--- src/design/iam_pkg.sv ---
// package: constants, types and register map of the interrupt accept unit
package iam_pkg;
	// axi4-lite register byte offsets
	localparam logic [7:0] CTRL_OFF     = 8'h00; // control: enable flag, privilege
	localparam logic [7:0] STATUS_OFF   = 8'h04; // status: blocking, window, flags
	localparam logic [7:0] DISPATCH_OFF = 8'h08; // last dispatch record
	// control field positions
	localparam int CTRL_IF_BIT   = 0;
	localparam int CTRL_RF_BIT   = 1;
	localparam int CTRL_CPL_LSB  = 4;
	localparam int CTRL_IO_PRIVILEGE_LEVEL_LSB = 6;
	// status field positions
	localparam int ST_IF_BIT    = 0;
	localparam int ST_NMIBLK_BIT = 1;
	localparam int ST_SSWIN_BIT = 2;
	localparam int ST_RF_BIT    = 3;
	localparam int ST_GPCNT_LSB = 8;
	// fixed vectors and ranges
	localparam logic [7:0] NMI_VECTOR     = 8'h02;
	localparam logic [7:0] PIN_VEC_MAX    = 8'h20;
	localparam logic [7:0] LIC_VEC_MIN    = 8'h10;
	localparam logic [7:0] LIC_VEC_MAX    = 8'h20;
	localparam logic [1:0] IO_PRIVILEGE_LEVEL_V86_FULL  = 2'h3;
	// reset value and axi response codes
	localparam logic       IF_RESET   = 1'b0;
	localparam logic [1:0] RESP_OKAY  = 2'b00;
	localparam logic [1:0] RESP_SLVERR = 2'b10;
	// dispatch kind codes
	typedef enum logic [2:0] {
		DK_NONE  = 3'b000,
		DK_NMI   = 3'b001,
		DK_PIN   = 3'b010,
		DK_LIC   = 3'b011,
		DK_DEBUG = 3'b100,
		DK_GP    = 3'b101
	} iam_kind_t;
endpackage

--- src/design/iam_accept.sv ---
// interrupt accept and mask logic with axi4-lite register access
// What this block does
// - nmi from pin or bus message
// - true nmi dispatches to vector 2 at a boundary
// - enable flag never gates nmi
// - pin vector 2 never engages nmi blocking
// - block further nmi until next return_from_interrupt
// - v86 low-privilege return releases blocking before fault
// - enable flag clear gates pin and controller requests
// - enable flag does not gate processor exceptions
// - reset clears the enable flag
// - accept pin 0..32, controller 16..32 vectors
// - maskable exception vector pushes no error code
// - set/clear enable only if cpl <= io_privilege_level
// - flags reload paths update enable flag
// - interrupt gate clears enable on nmi and maskable dispatch, trap gate keeps
// - resume flag suppresses instruction-breakpoint debug
// - stack segment move inhibits for one instruction
// - take interrupts only at instruction boundaries
// - nmi outranks maskable; pending kept, exceptions dropped
`timescale 1ns/1ns
`default_nettype none
module iam_accept
	import iam_pkg::*;
(
	input  wire logic        clock,
	input  wire logic        resetn,
	// axi4-lite slave
	input  wire logic [7:0]  s_axi_awaddr,
	input  wire logic        s_axi_awvalid,
	output var  logic        s_axi_awready,
	input  wire logic [31:0] s_axi_wdata,
	input  wire logic [3:0]  s_axi_wstrb,
	input  wire logic        s_axi_wvalid,
	output var  logic        s_axi_wready,
	output var  logic [1:0]  s_axi_bresp,
	output var  logic        s_axi_bvalid,
	input  wire logic        s_axi_bready,
	input  wire logic [7:0]  s_axi_araddr,
	input  wire logic        s_axi_arvalid,
	output var  logic        s_axi_arready,
	output var  logic [31:0] s_axi_rdata,
	output var  logic [1:0]  s_axi_rresp,
	output var  logic        s_axi_rvalid,
	input  wire logic        s_axi_rready,
	// request sources
	input  wire logic        nmiPin,          // dedicated non-maskable pin
	input  wire logic        nmiMessage,      // bus message, nmi delivery
	input  wire logic        maskableRequestPin,
	input  wire logic [7:0]  pinVector,
	input  wire logic        licRequest,      // local interrupt controller
	input  wire logic [7:0]  licVector,
	input  wire logic        coreException,   // processor generated
	input  wire logic [7:0]  coreExcVector,
	input  wire logic        breakpointMatch, // instruction breakpoint
	input  wire logic        singleStepTrap,
	// instruction retirement events
	input  wire logic        boundary,        // instruction boundary
	input  wire logic        setEnableInstr,
	input  wire logic        clearEnableInstr,
	input  wire logic        flagsLoad,       // pop, return_from_interrupt or task switch
	input  wire logic        flagsLoadIf,     // enable bit being loaded
	input  wire logic        returnFromInterrupt,
	input  wire logic        v86Handler,      // handler is a v86 task
	input  wire logic        stackSegmentMove,
	input  wire logic        gateIsTrap,      // gate type of dispatch
	// dispatch outputs
	output var  logic        dispatchValid,
	output var  logic [7:0]  dispatchVector,
	output var  logic [2:0]  dispatchKind,
	output var  logic        dispatchErrCode, // push an error code
	output var  logic        enableFlag,
	output var  logic        flagsPushBit     // enable bit for flags push
);
	// whole state of the block
	typedef struct packed {
		logic        rst1;
		logic        rst2;
		logic        ifFlag;
		logic        rf;
		logic [1:0]  current_privilege_level;
		logic [1:0]  io_privilege_level;
		logic        nmiBlock;
		logic        nmiPend;
		logic        ssWin;    // inhibit window armed
		logic [7:0]  gpCount;
		logic        awDone;
		logic        wDone;
		logic [7:0]  awAddr;
		logic [31:0] wData;
		logic [3:0]  wStrb;
		logic        bValid;
		logic [1:0]  bResp;
		logic        rValid;
		logic [31:0] rData;
		logic [1:0]  rResp;
		// registered readies for the three request channels
		logic        awRdy;    // write address ready
		logic        wRdy;     // write data ready
		logic        arRdy;    // read address ready
		logic        dValid;
		logic [7:0]  dVec;
		logic [2:0]  dKind;
		logic        dErr;
	} iam_state_t;

	iam_state_t st_r;
	iam_state_t st_nxt;

	// exception vectors that push an error code when truly raised
	function automatic logic hasErrCode(input logic [7:0] v);
		hasErrCode = (v == 8'h08) || (v >= 8'h0A && v <= 8'h0E) ||
			(v == 8'h11);
	endfunction

	// status word for reads
	function automatic logic [31:0] statusWord(input iam_state_t s);
		statusWord = 32'h0000_0000;
		statusWord[ST_IF_BIT] = s.ifFlag;
		statusWord[ST_NMIBLK_BIT] = s.nmiBlock;
		statusWord[ST_SSWIN_BIT] = s.ssWin;
		statusWord[ST_RF_BIT] = s.rf;
		statusWord[ST_GPCNT_LSB +: 8] = s.gpCount;
	endfunction

	logic rstn;
	assign rstn = st_r.rst2;

	logic pinOk;
	logic licOk;
	logic inhibit;
	logic gpOnCli;
	logic wrFire;

	// next-state logic
	always_comb begin
		st_nxt = st_r;
		st_nxt.rst1 = 1'b1;
		st_nxt.rst2 = st_r.rst1;
		pinOk = maskableRequestPin && pinVector <= PIN_VEC_MAX;
		licOk = licRequest && licVector >= LIC_VEC_MIN &&
			licVector <= LIC_VEC_MAX;
		inhibit = st_r.ssWin;
		gpOnCli = st_r.current_privilege_level > st_r.io_privilege_level;
		st_nxt.dValid = 1'b0;
		// a true nmi latches regardless of the enable flag
		if (nmiPin || nmiMessage) begin
			st_nxt.nmiPend = 1'b1;
		end
		// enable flag updates from instructions
		if (setEnableInstr || clearEnableInstr) begin
			if (!gpOnCli) begin
				st_nxt.ifFlag = setEnableInstr;
			end else begin
				st_nxt.gpCount = st_r.gpCount + 8'h01;
			end
		end
		if (flagsLoad) begin
			st_nxt.ifFlag = flagsLoadIf;
		end
		// return ends nmi blocking; v86 fault case unmasks first too
		if (returnFromInterrupt) begin
			st_nxt.nmiBlock = 1'b0;
			if (v86Handler && st_r.io_privilege_level < IO_PRIVILEGE_LEVEL_V86_FULL) begin
				st_nxt.gpCount = st_nxt.gpCount + 8'h01;
				st_nxt.dValid = 1'b1;
				st_nxt.dVec = 8'h0D;
				st_nxt.dKind = DK_GP;
				st_nxt.dErr = 1'b1;
			end
		end
		// dispatch only at a boundary
		if (boundary) begin
			st_nxt.ssWin = stackSegmentMove;
			if (coreException) begin
				// exceptions ignore the enable flag
				st_nxt.dValid = 1'b1;
				st_nxt.dVec = coreExcVector;
				st_nxt.dKind = DK_NONE;
				st_nxt.dErr = hasErrCode(coreExcVector);
			end else if (!inhibit && breakpointMatch && !st_r.rf) begin
				st_nxt.dValid = 1'b1;
				st_nxt.dVec = 8'h01;
				st_nxt.dKind = DK_DEBUG;
				st_nxt.dErr = 1'b0;
			end else if (!inhibit && singleStepTrap) begin
				st_nxt.dValid = 1'b1;
				st_nxt.dVec = 8'h01;
				st_nxt.dKind = DK_DEBUG;
				st_nxt.dErr = 1'b0;
			end else if (!inhibit && st_r.nmiPend && !st_r.nmiBlock) begin
				st_nxt.dValid = 1'b1;
				st_nxt.dVec = NMI_VECTOR;
				st_nxt.dKind = DK_NMI;
				st_nxt.dErr = 1'b0;
				st_nxt.nmiPend = nmiPin || nmiMessage;
				st_nxt.nmiBlock = 1'b1;
				if (!gateIsTrap) begin
					st_nxt.ifFlag = 1'b0;
				end
			end else if (!inhibit && st_r.ifFlag && (pinOk || licOk)) begin
				st_nxt.dValid = 1'b1;
				st_nxt.dVec = pinOk ? pinVector : licVector;
				st_nxt.dKind = pinOk ? DK_PIN : DK_LIC;
				st_nxt.dErr = 1'b0;
				if (!gateIsTrap) begin
					st_nxt.ifFlag = 1'b0;
				end
			end
		end
		// axi write channel, address and data in either order
		// an item is only taken while its registered ready stands
		if (s_axi_awvalid && st_r.awRdy) begin
			st_nxt.awDone = 1'b1;
			st_nxt.awAddr = s_axi_awaddr;
		end
		if (s_axi_wvalid && st_r.wRdy) begin
			st_nxt.wDone = 1'b1;
			st_nxt.wData = s_axi_wdata;
			st_nxt.wStrb = s_axi_wstrb;
		end
		wrFire = st_r.awDone && st_r.wDone && !st_r.bValid;
		if (wrFire) begin
			st_nxt.awDone = 1'b0;
			st_nxt.wDone = 1'b0;
			st_nxt.bValid = 1'b1;
			if (st_r.awAddr == CTRL_OFF) begin
				st_nxt.bResp = RESP_OKAY;
				if (st_r.wStrb[0]) begin
					st_nxt.ifFlag = st_r.wData[CTRL_IF_BIT];
					st_nxt.rf = st_r.wData[CTRL_RF_BIT];
					st_nxt.current_privilege_level = st_r.wData[CTRL_CPL_LSB +: 2];
					st_nxt.io_privilege_level = st_r.wData[CTRL_IO_PRIVILEGE_LEVEL_LSB +: 2];
				end
			end else if (st_r.awAddr == STATUS_OFF ||
				st_r.awAddr == DISPATCH_OFF) begin
				st_nxt.bResp = RESP_OKAY; // read-only, write ignored
			end else begin
				st_nxt.bResp = RESP_SLVERR;
			end
		end
		if (st_r.bValid && s_axi_bready) begin
			st_nxt.bValid = 1'b0;
		end
		// axi read channel
		// a new read waits until the last one has been handed back
		if (s_axi_arvalid && st_r.arRdy) begin
			st_nxt.rValid = 1'b1;
			st_nxt.rResp = RESP_OKAY;
			if (s_axi_araddr == CTRL_OFF) begin
				st_nxt.rData = {24'h000000, st_r.io_privilege_level, st_r.current_privilege_level, 2'b00,
					st_r.rf, st_r.ifFlag};
			end else if (s_axi_araddr == STATUS_OFF) begin
				st_nxt.rData = statusWord(st_r);
			end else if (s_axi_araddr == DISPATCH_OFF) begin
				st_nxt.rData = {20'h00000, st_r.dErr, st_r.dKind, st_r.dVec};
			end else begin
				st_nxt.rData = 32'h0000_0000;
				st_nxt.rResp = RESP_SLVERR;
			end
		end else if (st_r.rValid && s_axi_rready) begin
			st_nxt.rValid = 1'b0;
		end
		// readies are flops; each falls at the edge its item is taken
		st_nxt.awRdy = !st_nxt.awDone;
		st_nxt.wRdy = !st_nxt.wDone;
		st_nxt.arRdy = !st_nxt.rValid;
		// hold everything but the synchroniser in reset
		if (!rstn) begin
			st_nxt = '0;
			st_nxt.rst1 = 1'b1;
			st_nxt.rst2 = st_r.rst1;
			st_nxt.ifFlag = IF_RESET;
		end
	end

	// single state register; async reset only loads constants
	always_ff @(posedge clock or negedge resetn) begin
		if (!resetn) begin
			st_r <= '0;
		end else begin
			st_r <= st_nxt;
		end
	end

	// outputs straight from the state flops
	// readies carry no gate in front of the port, so they cannot glitch
	// readies stay low until the internal reset copy has gone high
	assign s_axi_awready = st_r.awRdy;
	assign s_axi_wready = st_r.wRdy;
	assign s_axi_bvalid = st_r.bValid;
	assign s_axi_bresp = st_r.bResp;
	assign s_axi_arready = st_r.arRdy;
	assign s_axi_rvalid = st_r.rValid;
	assign s_axi_rdata = st_r.rData;
	assign s_axi_rresp = st_r.rResp;
	assign dispatchValid = st_r.dValid;
	assign dispatchVector = st_r.dVec;
	assign dispatchKind = st_r.dKind;
	assign dispatchErrCode = st_r.dErr;
	assign enableFlag = st_r.ifFlag;
	assign flagsPushBit = st_r.ifFlag;
endmodule // iam_accept
`default_nettype wire

--- config.mk ---
export PLATFORM = sky130hd
export DESIGN_NAME = iam_accept
export DESIGN_NICKNAME = d
export VERILOG_FILES = /design/src/design/iam_pkg.sv /design/src/design/iam_accept.sv
export SDC_FILE = /design/constraint.sdc
export NUM_CORES = 1
export LEC_CHECK = 0
export ABC_AREA = 1
export BUFFER_PORTS_ARGS = -buffer_cell sky130_fd_sc_hd__buf_2
export CAP_MARGIN = 20
export CORE_UTILIZATION = 50
export DETAILED_ROUTE_END_ITERATION = 10
export PLACE_DENSITY = 0.8
export SYNTH_ARGS = -nofsm -noshare
export SYNTH_HDL_FRONTEND = slang
export SYNTH_SLANG_ARGS = --single-unit
--- constraint.sdc ---
create_clock -name clock -period 3.5 [get_ports clock]
set_input_delay 0.35 -clock clock [delete_from_list [all_inputs] [get_ports clock]]
set_output_delay 0.35 -clock clock [all_outputs]
set_load 0.01 [all_outputs]
Word-level counts from Yosys, hierarchy flattened. Index checks and enable logic that the tools add are counted. Widths: inputs -> output; s select.

Bits in registers: 92. Bits of input ports: 99. Output and inout bits: 56. Word-level logic and storage cells: 138.

$add $sub $neg: 2. $lt $le $gt $ge: 7. Equal/unequal tests: 14. Multiplexer cells: 53. Reduce and logical (&&, ||, !) cells: 35.

Operators by type and width (number): $mux 117 (1); $mux 13 (8); $mux 8 (6); $mux 36 (1); $mux 34 (1); $mux 16 (2); $eq 8x4->1 const B (3); $mux 2 (10); $logic_and 1x1->1 (19); $mux 1 (18); $mux 6 (3); $add 8x1->8 const B (2); $eq 8x3->1 const B (2); $le 8x6->1 const B (2); $logic_not 8->1 (2); $mux 12 (1); $ne 2x1->1 const B (5); $eq 8x5->1 const B (1); $ge 8x4->1 const B (1); $ge 8x5->1 const B (1); $le 8x4->1 const B (1); $logic_not 1->1 (7); $logic_or 1x1->1 (6); $mux 3 (2); other kinds (5) (6).

Longest topological paths before layout. Gate-level depths: netlist (run 1).

Depth in word-level cells: 15. Gate-level depth with buffers: 18. Gate-level depth less buffers: 18.

Worst setup path after synthesis (run 1). No wires, ideal clock.

Kind: register to register. Start: register st_r[112] (netlist name). End: register st_r[106] (netlist name). Library setup time: 117 ps. Data arrival time: 1834 ps. Slack: 1549 ps. Cell stages (with the launch flop): 16. Period minus slack after synthesis: 1951 ps. Cells stage by stage: dfrtp_1 -> inv_1 -> ha_1 -> nand2_2 -> a21boi_1 -> nand3_1 -> nand2_2 -> inv_1 -> ha_1 -> inv_1 -> nor2_1 -> nand2_2 -> nor2_4 -> nand3_2 -> nor2_1 -> nor2_1.

RTL lines: start: declaration (RTL line iam_accept.sv:107) `iam_state_t st_r;`; start signal: assignment (RTL line iam_accept.sv:282) `st_r <= st_nxt;`.

==> results of run 1 <==
-- area by class of cell --
class / count / area (um2) / area share, %
clock buffer: 9 / 123.9 / 2.540
multi-input combinational: 369 / 1916 / 39.28
sequential: 72 / 1802 / 36.94
tap: 105 / 131.4 / 2.694
clock inverter: 7 / 60.06 / 1.231
timing repair buffer: 111 / 565.5 / 11.60
inverter: 74 / 279.0 / 5.721
-- worst reg2reg max path, stage by stage (launching register included) --
cell and delay (ps):
dfrtp_1 380, inv_1 120, ha_1 280, nand2_2 170, a21boi_1 270, nand3_1 130
nand2_2 130, inv_1 60, ha_1 170, inv_1 50, nor2_1 50, nand2_2 130
nor2_4 40, nand3_2 60, nand2_1 50, nand2_1 50, nor2_1 40
-- power by group through the flow --
stage                     clock network, W  registers (W)  logic (W)
after floorplan                          0       0.000895   0.000173
after global placement                   0       0.000898   0.000245
after detailed placement                 0       0.000899   0.000252
after CTS                         0.000624       0.000883   0.000252
after global routing              0.000661       0.000887   0.000286
final                             0.000613       0.000884   0.000252
-- metrics by stage --
stage / cell area (um2) / utilization, %
6_report: 4877 / 58.48
5_1_grt: 4877 / 58.48
4_1_cts: 4877 / 58.48
3_5_place_dp: 4693 / 56.27
3_3_place_gp: 4693 / 56.27
2_1_floorplan: 4433 / -
-- per-layer routing --
metal | part of all wire, % | vias up
li1 | - | 1920
met1 | 44 | 1823
met2 | 46 | 200
met3 | 8.9 | 18
met4 | 1.1 | 0
met5 | 0 | -
-- sequential cells by signal (all words and copies together), names as in the netlist, 3 cells and up --
name            flops
st_r               33
s_axi_rdata        16
dispatchVector      8
dispatchKind        3
-- cell families (layout without fill, tap and decap cells) --
kind of cell / Yosys count / in the layout
simple gates: 243 / 243
buf+inv: 134 / 201
compound gates: 102 / 102
flops: 72 / 72
fa+ha+maj: 4 / 4
other cells: 2 / 19
xor+xnor: 1 / 1
-- path summary, 6_finish.rpt --
kind / endpoint / slack [ps] / depth (start not counted) / from
max: st_r[106] / 1200 / 16 / st_r[112]
min: dispatchErrCode / 90 / 1 / resetn
max reg2reg: st_r[106] / 1200 / 16 / st_r[112]
min reg2reg: rstn / 360 / 0 / st_r[118]
max in group asynchronous: st_r[93] / 2460 / 2 / resetn
min in group clock: st_r[64] / 240 / 3 / s_axi_wdata[6]
-- cell usage after synthesis (all sizes together), types with 3 or more instances --
cell type and n:
o21ai 41, dfrtp 72, clkbuf 5, nor2 50
nand2 120, or2 3, nor3 5, buf 55
a32oi 7, ha 4, o22ai 8, o211ai 3
nand3 55, a21oi 29, inv 73, nand4 7
a31oi 3
==> impl_metrics.json, run 1 <==
{
  "synthAdderAreaFrac_pct": 1.145,
  "postCtsSetupBuffers": 0,
  "synth_top_family_by_area": "simple AND/OR/NAND/NOR gates",
  "routabilityCongestion": 0.9320,
  "antenna_left": 0,
  "critical_path.top_delay_family": "simple AND/OR/NAND/NOR gates",
  "antenna_found_initial": 0,
  "period_needed_ps": 2296,
  "yosysSeqAreaShare_pct": 41.24,
  "synthSimpleGateAreaFrac_pct": 27.21,
  "fillers": 777,
  "post-route-period-util_pct": 65.60,
  "drv_cap": 0,
  "use_met3_pct": 6.938,
  "cpMaxStageDelayCell": "dfrtp_1",
  "diodes": 0,
  "async_reset_ff_share_pct": 100.0,
  "drt_wl_total_um": 10120,
  "setup_ws_ps": 1204,
  "peakVddDrop_mv": 0.3283,
  "clkSinkCount": 72,
  "grt_max_degree": 44,
  "cp_data_required_time_ps": 3740,
  "die_w_um": 95.48,
  "busiest_layer": "met2",
  "start_util_pct": 52.39,
  "pwr-share-seq_pct": 50.5,
  "final_common_cell": "buf_2",
  "final.setup.tns_ps": 0,
  "synth_edf_count": 0,
  "hold_viol": 0,
  "yosys-top-cells-area": "dfrtp_1 41%, nand2_1 9.1%, buf_4 8.2%",
  "grt_util_all_layers_pct": 23.68,
  "die_y_um": 95.48,
  "cp_max_fo": 6,
  "setup_viol": 0,
  "tightest_slew_ps": 820.2,
  "power_frac_comb_pct": 14.4,
  "area_growth_pct": 11.63,
  "synth.top_cell.area_share_pct": 41.24,
  "rsz0062_at_grt": "false",
  "die_area_um2": 9116,
  "synthCells": 558,
  "critical_path.startpoint_type": "register",
  "outcome": "finished, final reports clean",
  "arrival_ps": 2530,
  "dp_worst_setup_slack_ps": 1266,
  "netlist_area_um2": 4369,
  "io_pins": 155,
  "p_per_area_nw_per_um2": 358.5,
  "htreeDepth": 3,
  "cts_root_buf": "clkbuf_8",
  "drc": 0,
  "clkPwrFrac_pct": 35.0,
  "p_leak_nw": 2.582,
  "first_pass_iters": 5,
  "post_drt_wl_per_cell_um": 13.55,
  "p_switching_w": 0.0005307,
  "placedCellCount": 731,
  "path_class": "reg2reg",
  "maxSlewHeadroom_pct": 45.32,
  "synth-seq-cells": 72,
  "coreArea_um2": 8341,
  "grt_pass1_wl_um": 16500,
  "numPortBuffers": 107,
  "design_power_total_w": 0.001749,
  "fin_nets": 740,
  "grt_use_met2_pct": 38.45,
  "p_int_w": 0.001218,
  "worst_skew_pair.late_latency_ps": 350,
  "ys.flop_type": "dfrtp_1",
  "cts_resized": 0,
  "hold_ws_ps": 89.66,
  "drive_above_1_share_pct": 25.55,
  "synth_compound_area_share_pct": 13.66,
  "mostFrequentLayoutCells": "107 x buf_2, 106 x nand2_1, 72 x dfrtp_1, 69 x inv_1, 50 x nand3_1",
  "cp-end-kind": "register",
  "hp-class": "in2async",
  "via_per_inst": 5.303,
  "fin_cells": 747,
  "cts_buffers": 9,
  "fmax_ghz": 0.4355,
  "dp_hpwl_um": 7708,
  "critical_path_buf_inv_count": 3,
  "post_synth.cell_area_avg_um2": 7.830,
  "skew_ps": 7.149,
  "clk_path_buf_depth": 2,
  "clkSlewWorstSetupHoldPaths_ps": 80,
  "synth_warnings": 0,
  "gr-usage-met1_pct": 31.49,
  "path_cells": "inv_1 -> ha_1 -> nand2_2 -> a21boi_1 -> nand3_1 -> nand2_2 -> inv_1 -> ha_1 -> inv_1 -> nor2_1 -> nand2_2 -> nor2_4 -> nand3_2 -> nand2_1 -> nand2_1 -> nor2_1",
  "hold_buffers": 0,
  "synthMuxAreaShare_pct": 0,
  "num_rows": 33,
  "slew_viol_final": 0,
  "yosysTopAreaCell": "dfrtp_1",
  "synthXorXnorAreaFrac_pct": 0.2005,
  "dr_total_vias": 3961,
  "drtIter0Drc": 280,
  "grt_pass1_vias": 3643,
  "slowest_delay_ps": 380,
  "switching_share_pct": 30.35,
  "cts_tree": "built",
  "grt_overflow": 0,
  "ys_types": 44
}
Note: power is estimated with default switching activity, not from simulation.
==> run 2: changes to the inputs <==
--- a/config.mk
+++ b/config.mk
@@ -5,12 +5,12 @@
 export SDC_FILE = /design/constraint.sdc
 export NUM_CORES = 1
 export LEC_CHECK = 0
-export ABC_AREA = 1
+export ABC_AREA = 0
 export BUFFER_PORTS_ARGS = -buffer_cell sky130_fd_sc_hd__buf_2
 export CAP_MARGIN = 20
-export CORE_UTILIZATION = 50
+export CORE_UTILIZATION = 45
 export DETAILED_ROUTE_END_ITERATION = 10
-export PLACE_DENSITY = 0.8
+export PLACE_DENSITY = 0.77
 export SYNTH_ARGS = -nofsm -noshare
 export SYNTH_HDL_FRONTEND = slang
 export SYNTH_SLANG_ARGS = --single-unit
==> constraint.sdc (replaced) <==
create_clock -name clock -period 2 [get_ports clock]
set_input_delay 0.2 -clock clock [delete_from_list [all_inputs] [get_ports clock]]
set_output_delay 0.2 -clock clock [all_outputs]
set_load 0.01 [all_outputs]
==> impl_metrics.json, run 2 <==
{
  "start_util_pct": 46.97,
  "critical_path_buf_inv_count": 2,
  "grt_util_all_layers_pct": 23.08,
  "coreArea_um2": 8848,
  "hold_ws_ps": 73.94,
  "register_area_um2": 1802,
  "cp_common_cell": "o21ai_4",
  "synthCells": 465,
  "yosysMostFrequentCell": "dfrtp_1",
  "power_frac_comb_pct": 13.0,
  "grt_max_degree": 73,
  "synth_warnings": 0,
  "yosysSeqAreaShare_pct": 43.35,
  "post_dp_cell_area_um2": 4785,
  "fin_cells": 683,
  "grt_pass1_wl_um": 17620,
  "peakVddDrop_mv": 0.3867,
  "slew_viol_final": 0,
  "violations": "DRC, setup timing",
  "placedCellCount": 663,
  "cts_tree": "built",
  "clkPwrFrac_pct": 40.6,
  "p_int_w": 0.002482,
  "post_drt_wl_per_cell_um": 15.80,
  "final_cell_area_um2": 5195,
  "cpMaxStageDelayCell": "or4_4",
  "setup_viol": 6,
  "dr_total_vias": 3813,
  "yosysTopAreaCell": "dfrtp_1",
  "outcome": "complete, but fails checks",
  "p_switching_w": 0.0008621,
  "drv_cap": 0,
  "top_register": "st_r",
  "ys_types": 63,
  "worst_skew_pair.late_latency_ps": 350,
  "skew_ps": 5.581,
  "die_area_um2": 9625,
  "path_cells": "inv_2 -> ha_4 -> a2bb2oi_4 -> o21ai_4 -> buf_6 -> o21ai_4 -> ha_2 -> nand2_2 -> o21bai_4 -> or4_4 -> a21oi_2",
  "p_leak_nw": 2.604,
  "utilization_pct": 58.71,
  "htreeDepth": 3,
  "critical_path.top_delay_family": "compound AO/OA/AOI/OAI gates",
  "num_rows": 34,
  "cp_data_required_time_ps": 2280,
  "post_synth.cell_area_avg_um2": 8.939,
  "clkSinkCount": 72,
  "r2r_slack_ps": -260,
  "post-route-period-util_pct": 113.2,
  "hold_viol": 0,
  "antenna_found_initial": 0,
  "grt_overflow": 0,
  "io_pins": 155,
  "antenna_left": 0,
  "setup_ws_ps": -263.7,
  "synth_common_cells": "72 x dfrtp_1, 52 x nand2_1, 48 x buf_4",
  "multi_input_area_um2": 2049,
  "die_y_um": 98.11,
  "fmax_ghz": 0.4418,
  "p_per_area_nw_per_um2": 643.7,
  "synth.top_cell.area_share_pct": 43.35,
  "clk_path_buf_depth": 2,
  "async_reset_ff_share_pct": 100.0,
  "arrival_ps": 2550,
  "area_growth_pct": 24.98,
  "first_pass_iters": 9,
  "clkSlewWorstSetupHoldPaths_ps": 80,
  "slowest_delay_ps": 430,
  "dp_hpwl_um": 7794,
  "fillers": 759,
  "synth_edf_count": 0,
  "synth-seq-cells": 72,
  "ys.flop_type": "dfrtp_1",
  "rsz0062_at_grt": "true",
  "grt_pass1_vias": 3776,
  "largest_register_ffs": 33,
  "final_common_cell": "buf_2",
  "routabilityCongestion": 0.9058,
  "drt_wl_total_um": 10790,
  "drive_above_1_share_pct": 34.43,
  "cp-end-kind": "register",
  "cts_buffers": 9,
  "cp_max_fo": 3,
  "numPortBuffers": 107,
  "switching_share_pct": 25.78,
  "netlist_area_um2": 4156,
  "path_class": "reg2reg",
  "mostFrequentLayoutCells": "107 x buf_2, 72 x dfrtp_1, 51 x nand2_1, 36 x nor2_1, 34 x buf_4",
  "cts_root_buf": "clkbuf_8",
  "hp-class": "in2reg",
  "diodes": 0,
  "drtIter0Drc": 223,
  "yosys-top-cells-area": "dfrtp_1 43%, buf_4 8.7%, nand2_1 4.7%",
  "drc": 12,
  "period_needed_ps": 2264,
  "fin_nets": 673,
  "critical_path.startpoint_type": "register",
  "die_w_um": 98.11,
  "via_per_inst": 5.583,
  "pwr-share-seq_pct": 46.4
}
-- run 2: cell types whose count changed after synthesis, sizes merged, moves of 9 or more --
cell,previous run,this run
nand2,120,52
inv,73,21
nand3,55,26
o21ai,41,15
clkbuf,5,21
nor2,50,37
mux2i,0,10
a222oi,0,9
-- run 2: timing repair --
item,4_1_cts,5_1_grt
buffers inserted,4,0
hold endpoints to repair,72,0
endpoints found under the setup margin,6,7
pin swaps,16,12
resized for setup,10,16
hold buffers,1,0
-- run 2: logic make-up (layout without fill, tap and decap cells) --
group	count (synthesis)	in the layout	share of synthesized area, %
AOI/OAI and AO/OA	112	112	18.36
xor gates and xnor gates	9	9	1.897
adders and majority gates	4	4	1.204
buffers and inverters	93	186	13.12
DFF	72	72	43.35
muxes	10	10	2.408
other	2	19	0.1807
and+or+nand+nor	163	163	19.48
-- run 2: layout make-up --
class                   instances  area share (%)
clock inverters                 4           1.445
clock buffers                  12           3.179
flip-flops and latches         72           34.68
repair buffers                148           17.05
multi-input cells             317           39.45
well taps                     108           2.601
inverters                      22           1.590
-- run 2: power groups by stage --
stage / registers (W) / logic, W / clock network [W]
2_1_floorplan: 0.00157 / 0.000271 / 0
3_3_place_gp: 0.00158 / 0.000413 / 0
3_5_place_dp: 0.00158 / 0.000423 / 0
4_1_cts: 0.00155 / 0.000429 / 0.00138
5_1_grt: 0.00156 / 0.000482 / 0.00145
6_report: 0.00155 / 0.000434 / 0.00136
-- run 2: path summary, 6_finish.rpt --
check	startpoint	endpoint	cells past startpoint
hold / removal	nmiMessage	st_r[109]	3
setup / recovery	st_r[113]	st_r[106]	11
hold reg to reg	st_r[118]	rstn	0
min in group asynchronous	resetn	st_r[90]	3
setup reg to reg	st_r[113]	st_r[106]	11
max in group asynchronous	resetn	s_axi_rdata[3]	3
-- run 2: through the flow --
stage | setup TNS, ps | setup slack (ps) | power [W]
finish | -992.0 | -263.7 | 0.003344
global route | -1457 | -339.6 | 0.003492
CTS | -1141 | -320.0 | 0.003357
detailed placement | -1923 | -477.0 | 0.002002
global placement | -1297 | -337.3 | 0.001989
floorplan | -359.3 | -359.3 | 0.001837
-- run 2: worst min-delay path: stages --
cell,delay [ps]
buf_2,80
a211oi_1,30
nor2_1,70
-- run 2: per-layer routing --
layer	part of all wire [%]	vias to the layer above	global-route usage [%]
li1	-	1797	-
met1	41	1803	29.88
met2	47	186	36.78
met3	8.5	27	5.011
met4	2.8	0	11.07
met5	0	-	0
